===== src/hdl/uart_rx_err_defs.svh =====
// register offsets, field positions, reset values and timing counts
// assumes a 32-bit apb slave with an 8-bit byte address
`ifndef UART_RX_ERR_DEFS_SVH
`define UART_RX_ERR_DEFS_SVH

`define OFS_CTRL      8'h00
`define OFS_BITDIV    8'h04
`define OFS_STATUS    8'h08
`define OFS_DATA      8'h0C
`define OFS_INT_STAT  8'h10
`define OFS_INT_MASK  8'h14

`define CTRL_RX_EN    0
`define CTRL_TWO_STOP 1
`define CTRL_STANDBY  2

`define STAT_FULL     6
`define STAT_OVR      5
`define STAT_FER      4

`define IRQ_DONE      0
`define IRQ_OVR       1
`define IRQ_FER       2

`define CTRL_RST      3'h0
`define IMASK_RST     3'h0
`define BIT_NS        8680
`define CLK_NS        100
`define BITDIV_RST    16'h0056

`endif


===== src/hdl/uart_rx_err_pkg.sv =====
// types shared by the receive channel: receiver states and the state record
// assumes uart_rx_err_defs.svh is visible to the files that use it
package uart_rx_err_pkg;

	typedef enum logic [4:0] {
		S_IDLE  = 5'h01,
		S_START = 5'h02,
		S_DATA  = 5'h04,
		S_STOP1 = 5'h08,
		S_STOP2 = 5'h10
	} rx_state_t;

	typedef struct packed {
		rx_state_t   state;
		logic [15:0] timer;
		logic [2:0]  bitn;
		logic [7:0]  shift;
		logic        full;
		logic        ovr;
		logic        framing_flag;
		logic        full_seen;
		logic        ovr_seen;
		logic        fer_seen;
		logic        rx_en;
		logic        two_stop;
		logic        standby;
		logic [15:0] div;
		logic [2:0]  ist;
		logic [2:0]  imask;
		logic [31:0] prdata;
		logic        pready;
		logic        pslverr;
		logic        irq;
		logic        rx_s1;
		logic        rx_s2;
	} chan_state_t;

endpackage


===== src/hdl/rx_hold_buffer.sv =====
// receive data buffer: one byte written by the receiver, read by software
// assumes the same clock, reset and clock enable as the channel around it
`timescale 1ns/10ps
module rx_hold_buffer #(
	parameter int WIDTH = 8
) (
	input  wire logic             pclk,
	input  wire logic             presetn,
	input  wire logic             pce,
	input  wire logic             we,
	input  wire logic [WIDTH-1:0] wdata,
	output logic      [WIDTH-1:0] rdata
);

	// read data come straight from the storage flop
	always_ff @(posedge pclk or negedge presetn) begin
		if (!presetn) begin
			rdata <= '0;
		end else if (pce && we) begin
			rdata <= wdata;
		end
	end

endmodule


===== src/hdl/uart_rx_err.sv =====
// serial receive channel with overrun and framing flags behind an apb slave
// assumes rxd is an asynchronous pin and pclk runs at 10 MHz
//
// Functional notes
// - status holds the overrun flag at bit 5 and the framing flag at bit 4.
// - overrun flag resets to 0, clears in standby, or by writing 0 after reading it as 1.
// - framing flag resets to 0, clears in standby, or by writing 0 after reading it as 1.
// - clearing the receive enable bit leaves both flags as they were.
// - on overrun the buffer keeps the earlier byte and the new byte is dropped.
// - no reception is started while the overrun flag is set.
// - with two stop bits only the first is checked, the second is ignored.
// - on a framing error the byte still goes to the buffer but the full flag stays clear.
// - no reception is started while the framing flag is set.
// - a stop bit sampled as 0 sets the framing flag.
`timescale 1ns/10ps
`include "uart_rx_err_defs.svh"
module uart_rx_err (
	input  wire logic        pclk,
	input  wire logic        presetn,
	input  wire logic        pce,
	input  wire logic        psel,
	input  wire logic        penable,
	input  wire logic        pwrite,
	input  wire logic [7:0]  paddr,
	input  wire logic [31:0] pwdata,
	input  wire logic        rxd,
	output logic      [31:0] prdata,
	output logic             pready,
	output logic             pslverr,
	output logic             irq
);

	uart_rx_err_pkg::chan_state_t st_reg;
	uart_rx_err_pkg::chan_state_t st_next;

	logic       setup;
	logic       acc;
	logic       wr_stat;
	logic       rx_ok;
	logic       tick;
	logic       ev_done;
	logic       ev_ovr;
	logic       ev_fer;
	logic       buf_we;
	logic [7:0] buf_q;

	rx_hold_buffer #(
		.WIDTH(8)
	) u_buf (
		.pclk   (pclk),
		.presetn(presetn),
		.pce    (pce),
		.we     (buf_we),
		.wdata  (st_next.shift),
		.rdata  (buf_q)
	);

	// next state of the whole channel
	always_comb begin
		st_next = st_reg;
		buf_we  = 1'b0;
		ev_done = 1'b0;
		ev_ovr  = 1'b0;
		ev_fer  = 1'b0;
		// two flops before the pin is looked at
		st_next.rx_s1 = rxd;
		st_next.rx_s2 = st_reg.rx_s1;
		setup   = psel && !penable;
		acc     = psel && penable && st_reg.pready;
		wr_stat = acc && pwrite && paddr == `OFS_STATUS;
		tick    = st_reg.timer == 16'h0000;
		rx_ok   = st_reg.rx_en && !st_reg.standby && !st_reg.ovr && !st_reg.framing_flag;

		// apb: answer one cycle after setup, so every access takes two cycles
		st_next.pready  = setup;
		st_next.pslverr = 1'b0;
		if (setup) begin
			st_next.prdata = 32'h0000_0000;
			case (paddr)
				`OFS_CTRL: begin
					st_next.prdata[`CTRL_RX_EN]    = st_reg.rx_en;
					st_next.prdata[`CTRL_TWO_STOP] = st_reg.two_stop;
					st_next.prdata[`CTRL_STANDBY]  = st_reg.standby;
				end
				`OFS_BITDIV: st_next.prdata[15:0] = st_reg.div;
				`OFS_STATUS: begin
					st_next.prdata[`STAT_FULL] = st_reg.full;
					st_next.prdata[`STAT_OVR]  = st_reg.ovr;
					st_next.prdata[`STAT_FER]  = st_reg.framing_flag;
				end
				`OFS_DATA:     st_next.prdata[7:0] = buf_q;
				`OFS_INT_STAT: st_next.prdata[2:0] = st_reg.ist;
				`OFS_INT_MASK: st_next.prdata[2:0] = st_reg.imask;
				default:       st_next.pslverr = 1'b1;
			endcase
		end

		// a flag read as 1 arms its clear-by-zero
		if (acc && !pwrite && paddr == `OFS_STATUS) begin
			st_next.full_seen = st_reg.full_seen | st_reg.prdata[`STAT_FULL];
			st_next.ovr_seen  = st_reg.ovr_seen | st_reg.prdata[`STAT_OVR];
			st_next.fer_seen  = st_reg.fer_seen | st_reg.prdata[`STAT_FER];
		end

		// register writes take effect on the completing edge only
		if (acc && pwrite) begin
			case (paddr)
				`OFS_CTRL: begin
					st_next.rx_en    = pwdata[`CTRL_RX_EN];
					st_next.two_stop = pwdata[`CTRL_TWO_STOP];
					st_next.standby  = pwdata[`CTRL_STANDBY];
				end
				`OFS_BITDIV:   st_next.div = pwdata[15:0];
				`OFS_INT_STAT: st_next.ist = st_reg.ist & ~pwdata[2:0];
				`OFS_INT_MASK: st_next.imask = pwdata[2:0];
				default: ;
			endcase
		end

		if (wr_stat) begin
			if (!pwdata[`STAT_FULL] && st_reg.full_seen) begin
				st_next.full = 1'b0;
			end
			if (!pwdata[`STAT_OVR] && st_reg.ovr_seen) begin
				st_next.ovr = 1'b0;
			end
			if (!pwdata[`STAT_FER] && st_reg.fer_seen) begin
				st_next.framing_flag = 1'b0;
			end
		end

		// receiver: bit timer counts down to zero in every state, idle included
		if (!tick) begin
			st_next.timer = st_reg.timer - 16'h0001;
		end
		case (st_reg.state)
			uart_rx_err_pkg::S_IDLE: begin
				if (rx_ok && !st_reg.rx_s2) begin
					st_next.state = uart_rx_err_pkg::S_START;
					st_next.timer = {1'b0, st_reg.div[15:1]};
				end
			end
			uart_rx_err_pkg::S_START: begin
				if (tick) begin
					// a glitch shorter than half a bit is dropped
					st_next.state = st_reg.rx_s2 ? uart_rx_err_pkg::S_IDLE : uart_rx_err_pkg::S_DATA;
					st_next.timer = st_reg.div;
					st_next.bitn  = 3'h0;
				end
			end
			uart_rx_err_pkg::S_DATA: begin
				if (tick) begin
					st_next.shift = {st_reg.rx_s2, st_reg.shift[7:1]};
					st_next.timer = st_reg.div;
					st_next.bitn  = st_reg.bitn + 3'h1;
					if (st_reg.bitn == 3'h7) begin
						st_next.state = uart_rx_err_pkg::S_STOP1;
					end
				end
			end
			uart_rx_err_pkg::S_STOP1: begin
				// a stop sample in the cycle that a disable lands is dropped, so flags keep their value
				if (tick && st_reg.rx_en && !st_reg.standby) begin
					ev_done = 1'b1;
					ev_fer  = !st_reg.rx_s2;
					ev_ovr  = st_reg.full;
					buf_we  = !st_reg.full;
					if (!st_reg.full && st_reg.rx_s2) begin
						st_next.full = 1'b1;
					end
					st_next.state = st_reg.two_stop ? uart_rx_err_pkg::S_STOP2 : uart_rx_err_pkg::S_IDLE;
					st_next.timer = st_reg.div;
				end
			end
			uart_rx_err_pkg::S_STOP2: begin
				if (tick) begin
					st_next.state = uart_rx_err_pkg::S_IDLE;
				end
			end
			default: st_next.state = uart_rx_err_pkg::S_IDLE;
		endcase

		// events set after the clears, so a set in the clearing cycle wins
		if (ev_ovr) begin
			st_next.ovr = 1'b1;
		end
		if (ev_fer) begin
			st_next.framing_flag = 1'b1;
		end
		st_next.ist = st_next.ist | {ev_fer, ev_ovr, ev_done};

		if (!st_reg.rx_en || st_reg.standby) begin
			st_next.state = uart_rx_err_pkg::S_IDLE;
			buf_we        = 1'b0;
		end
		if (st_reg.standby) begin
			st_next.full = 1'b0;
			st_next.ovr  = 1'b0;
			st_next.framing_flag  = 1'b0;
		end
		// a cleared flag must be read as 1 again before the next clear
		if (!st_next.full) begin
			st_next.full_seen = 1'b0;
		end
		if (!st_next.ovr) begin
			st_next.ovr_seen = 1'b0;
		end
		if (!st_next.framing_flag) begin
			st_next.fer_seen = 1'b0;
		end
		st_next.irq = |(st_next.ist & st_next.imask);
	end

	// all state but the buffer byte in u_buf in one record; low clock enable freezes it
	always_ff @(posedge pclk or negedge presetn) begin
		if (!presetn) begin
			st_reg          <= '0;
			st_reg.state    <= uart_rx_err_pkg::S_IDLE;
			st_reg.div      <= `BITDIV_RST;
			st_reg.imask    <= `IMASK_RST;
			st_reg.rx_s1    <= 1'b1;
			st_reg.rx_s2    <= 1'b1;
			st_reg.rx_en    <= 1'b0;
			st_reg.two_stop <= 1'b0;
			st_reg.standby  <= 1'b0;
		end else if (pce) begin
			st_reg <= st_next;
		end
	end

	assign prdata  = st_reg.prdata;
	assign pready  = st_reg.pready;
	assign pslverr = st_reg.pslverr;
	assign irq     = st_reg.irq;

	// flag positions, as the flags stood at setup
	property p_stat_layout;
		@(posedge pclk) disable iff (!presetn)
		(pce && setup && paddr == `OFS_STATUS)
		|=> (prdata[5] == $past(st_reg.ovr)) && (prdata[4] == $past(st_reg.framing_flag));
	endproperty
	a_stat_layout: assert property (p_stat_layout) else $error("status flag layout wrong");

	property p_standby_clear;
		@(posedge pclk) disable iff (!presetn)
		(pce && st_reg.standby) |=> !st_reg.ovr && !st_reg.framing_flag;
	endproperty
	a_standby_clear: assert property (p_standby_clear) else $error("standby left a flag set");

	property p_fer_clear;
		@(posedge pclk) disable iff (!presetn)
		(pce && wr_stat && !pwdata[4] && st_reg.fer_seen && !ev_fer) |=> !st_reg.framing_flag;
	endproperty
	a_fer_clear: assert property (p_fer_clear) else $error("framing flag not cleared");

	property p_disable_keeps;
		@(posedge pclk) disable iff (!presetn)
		(pce && !st_reg.rx_en && !st_reg.standby && !wr_stat) |=> $stable(st_reg.ovr) && $stable(st_reg.framing_flag);
	endproperty
	a_disable_keeps: assert property (p_disable_keeps) else $error("flags moved while disabled");

	property p_ovr_drop;
		@(posedge pclk) disable iff (!presetn)
		(pce && ev_done && st_reg.full) |-> !buf_we ##1 st_reg.ovr;
	endproperty
	a_ovr_drop: assert property (p_ovr_drop) else $error("overrun byte reached the buffer");

	property p_ovr_halt;
		@(posedge pclk) disable iff (!presetn)
		(st_reg.ovr && st_reg.state == uart_rx_err_pkg::S_IDLE) |=> st_reg.state == uart_rx_err_pkg::S_IDLE;
	endproperty
	a_ovr_halt: assert property (p_ovr_halt) else $error("reception started under overrun");

	property p_fer_halt;
		@(posedge pclk) disable iff (!presetn)
		(st_reg.framing_flag && st_reg.state == uart_rx_err_pkg::S_IDLE) |=> st_reg.state == uart_rx_err_pkg::S_IDLE;
	endproperty
	a_fer_halt: assert property (p_fer_halt) else $error("reception started under framing error");

	property p_stop2_ignored;
		@(posedge pclk) disable iff (!presetn)
		(pce && st_reg.state == uart_rx_err_pkg::S_STOP2 && tick && !st_reg.framing_flag && st_reg.rx_en && !st_reg.standby)
		|=> !st_reg.framing_flag && st_reg.state == uart_rx_err_pkg::S_IDLE;
	endproperty
	a_stop2_ignored: assert property (p_stop2_ignored) else $error("second stop bit was checked");

	property p_fer_load;
		@(posedge pclk) disable iff (!presetn)
		(pce && ev_fer && !st_reg.full && st_reg.rx_en && !st_reg.standby)
		|-> buf_we ##1 (st_reg.framing_flag && !st_reg.full);
	endproperty
	a_fer_load: assert property (p_fer_load) else $error("framing error byte handling wrong");

	property p_fer_set;
		@(posedge pclk) disable iff (!presetn)
		(pce && st_reg.state == uart_rx_err_pkg::S_STOP1 && tick && !st_reg.rx_s2 && st_reg.rx_en && !st_reg.standby)
		|=> st_reg.framing_flag;
	endproperty
	a_fer_set: assert property (p_fer_set) else $error("low stop bit did not set framing flag");

	property p_ovr_set;
		@(posedge pclk) disable iff (!presetn)
		(pce && st_reg.state == uart_rx_err_pkg::S_STOP1 && tick && st_reg.full && st_reg.rx_en && !st_reg.standby)
		|=> st_reg.ovr;
	endproperty
	a_ovr_set: assert property (p_ovr_set) else $error("overrun not flagged on a full buffer");

	// interrupt follows an unmasked event unless the mask is being rewritten
	property p_irq_event;
		@(posedge pclk) disable iff (!presetn)
		(pce && !(acc && pwrite && paddr == `OFS_INT_MASK) && |({ev_fer, ev_ovr, ev_done} & st_reg.imask)) |=> irq;
	endproperty
	a_irq_event: assert property (p_irq_event) else $error("unmasked event did not raise the interrupt");

	// apb answers one cycle after every setup
	property p_ready_one;
		@(posedge pclk) disable iff (!presetn)
		(pce && setup) |=> pready;
	endproperty
	a_ready_one: assert property (p_ready_one) else $error("apb answer missing after setup");

	// unmapped offsets answer with an error and read as zero
	property p_unmapped;
		@(posedge pclk) disable iff (!presetn)
		(pce && setup && paddr > `OFS_INT_MASK) |=> pslverr && prdata == 32'h0000_0000;
	endproperty
	a_unmapped: assert property (p_unmapped) else $error("unmapped offset answered without error");

endmodule


===== config.mk =====
export PLATFORM = sky130hd
export DESIGN_NAME = uart_rx_err
export DESIGN_NICKNAME = d
export VERILOG_FILES = /design/src/hdl/uart_rx_err_pkg.sv /design/src/hdl/rx_hold_buffer.sv /design/src/hdl/uart_rx_err.sv
export VERILOG_INCLUDE_DIRS = /design/src /design/src/hdl
export SDC_FILE = /design/constraint.sdc
export NUM_CORES = 1
export LEC_CHECK = 0
export ABC_AREA = 1
export BUFFER_PORTS_ARGS = -buffer_cell sky130_fd_sc_hd__buf_2
export CAP_MARGIN = 20
export CELL_PAD_IN_SITES_DETAIL_PLACEMENT = 0
export CELL_PAD_IN_SITES_GLOBAL_PLACEMENT = 2
export CORE_MARGIN = 2
export CORE_UTILIZATION = 29
export DETAILED_ROUTE_END_ITERATION = 6
export PLACE_DENSITY_LB_ADDON = 0.1
export SYNTH_ARGS = -nofsm -noshare
export SYNTH_HDL_FRONTEND = slang
export SYNTH_SLANG_ARGS = --single-unit

===== constraint.sdc =====
create_clock -name pclk -period 1.95 [get_ports pclk]
set_clock_uncertainty 0.15 [all_clocks]
set_input_delay 0.2925 -clock pclk [delete_from_list [all_inputs] [get_ports pclk]]
set_output_delay 0.2925 -clock pclk [all_outputs]
set_load 0.05 [all_outputs]

==> flow_summary.ini <==
[sta]
setup_viol = 0
rsz0062_at_grt = yes
tightest_slew_ns = 0.543
max_freq_ghz = 0.523
finalCriticalPeriod_ns = 1.91
drv_slew = 0
setup_ws_ns = 0.0362
slew_headroom_pct = 63.8
hold_viol = 0
setup-tns-final_ns = 0
final.period_utilization_pct = 98.1

[route]
wl_per_cell_um = 15.5
antenna_left = 0
drt-total-wl_mm = 17.4
viasPerCell = 4.55
first_iter_violations = 262
drt_first_pass_iters = 4
num_vias = 5098
drcViolationCount = 0

[synth]
synthCells = 762
yosys.area.top_type = dfrtp_1
yosys_register_bits = 92
ys.flop_type = dfrtp_1
yosysWarnings = 0
synth-seq-area-share_pct = 41.7
synth_edf_count = 0
synthTopCellsByArea = dfrtp_1 (38%), nand2_1 (15%), o21ai_0 (6.2%)
synthArstFlopShare_pct = 100
avgSynthCellArea_um2 = 7.27
yosysTopAreaCellShare_pct = 38.4
synth.cell_area_um2 = 5540
synth_cell_types = 43

[global_routing]
grt_usage_pct = 17.5
overflow = 0
grt_max_degree = 53
grt_pass1_vias = 4912
grt_pass1_wl_mm = 26.7
antenna_found_initial = 0

[pwr]
power_switching_mw = 1.71
ir_drop_mv = 0.411
share_comb_of_total_power_pct = 24.0
switching_share_pct = 32.3
power_leakage_nw = 3.52
intPower_mw = 3.57
seqPwrFrac_pct = 40.5
clkPwrFrac_pct = 35.5
power_density_nw_per_um2 = 744

[floorplanning]
io_pins = 82
initial_core_util_pct = 29.6
die_h_um = 142
num_rows = 50
core_area_um2 = 18700
die-area_um2 = 20200
die-width_um = 142

[setup_path]
critPathLaunchType = flop
path_class = reg2reg
slowest_stage = dfrtp_1
critPathCaptureType = flop
critical_path.cell_chain = inv_2 -> ha_4 -> nand2_2 -> nor2_4 -> nand2_4 -> nor2_8 -> nand4_1 -> nand2_1 -> nand2_1 -> nand2_1 -> nor2_1 -> nor2_1
path_common_cell = nand2_1
crit_buf_inv = 1
crit_fanout = 5
worstPathArrival_ns = 2.05
crit_required_ns = 2.09
critPathMaxStageDelay_ns = 0.39
path_delay_family = simple AND/OR/NAND/NOR gates

[final_layout]
drive_gt1_share_pct = 26.4
fin_nets = 932
diodes = 0
area_delta_synth_final_pct = 28.1
largest_register_ffs = 64
nFillCells = 2003

[placed_design]
placement.io_buffers = 49
post-place-ws_ns = -0.141
dp_hpwl_mm = 12.8
gp_congestion = 0.792

[cts]
clock_latency_ns = 0.35
clock_sinks = 92
cts_tree = done
max-clock-path-buffers = 2
numCtsBuffers = 9
clkTransAtPathRegs_ns = 0.07
root_buffer = clkbuf_16
cts_htree_levels = 3

[outcome]
status = complete, no violations

[min_path]
min_path_type = in2reg

[job]
cap_viol_max_count = 0
==> cells by family (layout without fill, tap and decap cells) <==
kind of cell | Yosys count | after routing | share of synthesized area [%]
compound gates | 119 | 119 | 11.4
xor+xnor | 6 | 6 | 0.949
fa+ha+maj | 4 | 4 | 0.903
buf+inv | 145 | 250 | 12.6
flops | 92 | 92 | 41.7
mux | 7 | 7 | 1.42
other cells | 1 | 16 | 0.0677
simple gates | 388 | 392 | 31.0
==> repair_timing <==
item	4_1_cts	5_1_grt
hold endpoints to repair	27	0
hold buffers	2	0
pin swaps	5	19
cloned	1	3
endpoints found under the setup margin	38	47
resized for setup	13	46
buffers inserted	1	5
==> worst reg2reg max path: stages (launching register included) <==
cell     delay, ns
dfrtp_1       0.39
inv_2         0.08
ha_4          0.15
nand2_2       0.06
nor2_4        0.12
nand2_4       0.10
nor2_8        0.20
nand4_1       0.21
nand2_1       0.14
nand2_1       0.06
nand2_1       0.06
nor2_1        0.04
nor2_1        0.09
==> final cells by class <==
class / instances / area (µm²) / area share [%]
Clock buffer: 9 / 225 / 3.17
Clock inverter: 7 / 81.3 / 1.15
Inverter: 94 / 353 / 4.97
Multi-Input combinational cell: 544 / 2810 / 39.6
Sequential cell: 92 / 2310 / 32.6
Tap cell: 234 / 293 / 4.13
Timing Repair Buffer: 140 / 1030 / 14.5
==> worst paths after layout <==
check / startpoint / endpoint / slack [ns] / cells past startpoint
worst min register to register: st_next[0] / st_next[0] / 0.33 / 2
worst max-delay path: st_reg[79] / irq / 0.04 / 12
worst max register to register: st_reg[79] / irq / 0.04 / 12
max in group asynchronous: presetn / st_reg[63] / 0.75 / 3
worst min-delay path: pwdata[9] / st_reg[52] / 0.02 / 2
min in group asynchronous: presetn / st_reg[52] / 0.31 / 2
==> per-stage QoR <==
stage               area (µm²)  hold slack (ns)  instances  power, mW  util, %
floorplan                 5600           -0.153        777       2.90        -
global placement          6490            0.177       1092       3.39     34.7
detailed placement        6490            0.176       1092       3.39     34.7
CTS                       6890          0.00966       1112       5.32     36.8
global route              7100          0.00877       1120       5.60     37.9
finish                    7100           0.0231       1120       5.28     37.9
==> cells in the mapped netlist, types with 2 or more instances <==
| library cell | count |
|---|---|
| and2_1 | 2 |
| nand2_2 | 5 |
| nand3_1 | 34 |
| nor3_1 | 5 |
| buf_6 | 3 |
| dfrtp_1 | 85 |
| xor2_1 | 5 |
| o21a_1 | 2 |
| nor2_2 | 7 |
| buf_2 | 6 |
| a31oi_1 | 2 |
| dfstp_2 | 7 |
| o22ai_1 | 6 |
| inv_1 | 88 |
| nand4_1 | 12 |
| nand2_1 | 216 |
| nor3_2 | 2 |
| o21ai_1 | 4 |
| nor3_4 | 2 |
| clkbuf_1 | 9 |
| nand3_2 | 3 |
| mux2_2 | 7 |
| inv_2 | 5 |
| o21ai_0 | 69 |
| o31ai_1 | 3 |
| buf_4 | 33 |
| nand2_4 | 2 |
| nor2_4 | 3 |
| a21oi_1 | 29 |
| nor2_1 | 90 |
| ha_1 | 4 |
==> placed cells by master (no fill, tap or decap), types with 6 or more instances in the layout <==
cell type  synthesis  final
clkbuf_16          0      9
conb_1             1     16
nand3_1           34     32
inv_2              5      7
o22ai_1            6      6
buf_12             0      6
nand2_2            5      9
nand2_4            2      7
nor2_2             7     12
nor2_4             3      9
o21ai_0           69     59
nand2_1          216    207
inv_1             88     86
mux2_2             7      7
buf_2              6     48
a21oi_1           29     25
nor2_1            90     80
dfstp_2            7      7
buf_4             33     80
dfrtp_1           85     85
o21ai_1            4     13
nand4_1           12     12
==> routing by layer <==
layer	vias to the layer above	global-route usage [%]	routed length, µm
met1	2387	23.4	8160
met4	0	4.74	166
met2	89	29.5	8440
li1	2612	-	-
met5	-	0	0
met3	10	2.83	586
==> power by group through the flow <==
stage	Combinational (mW)	Sequential [mW]	Clock [mW]
finish	1.27	2.14	1.88
global placement	1.22	2.17	0
floorplan	0.699	2.20	0
global route	1.42	2.16	2.02
detailed placement	1.22	2.17	0
CTS	1.25	2.14	1.93
No activity file was read; power rests on OpenSTA's default activity.
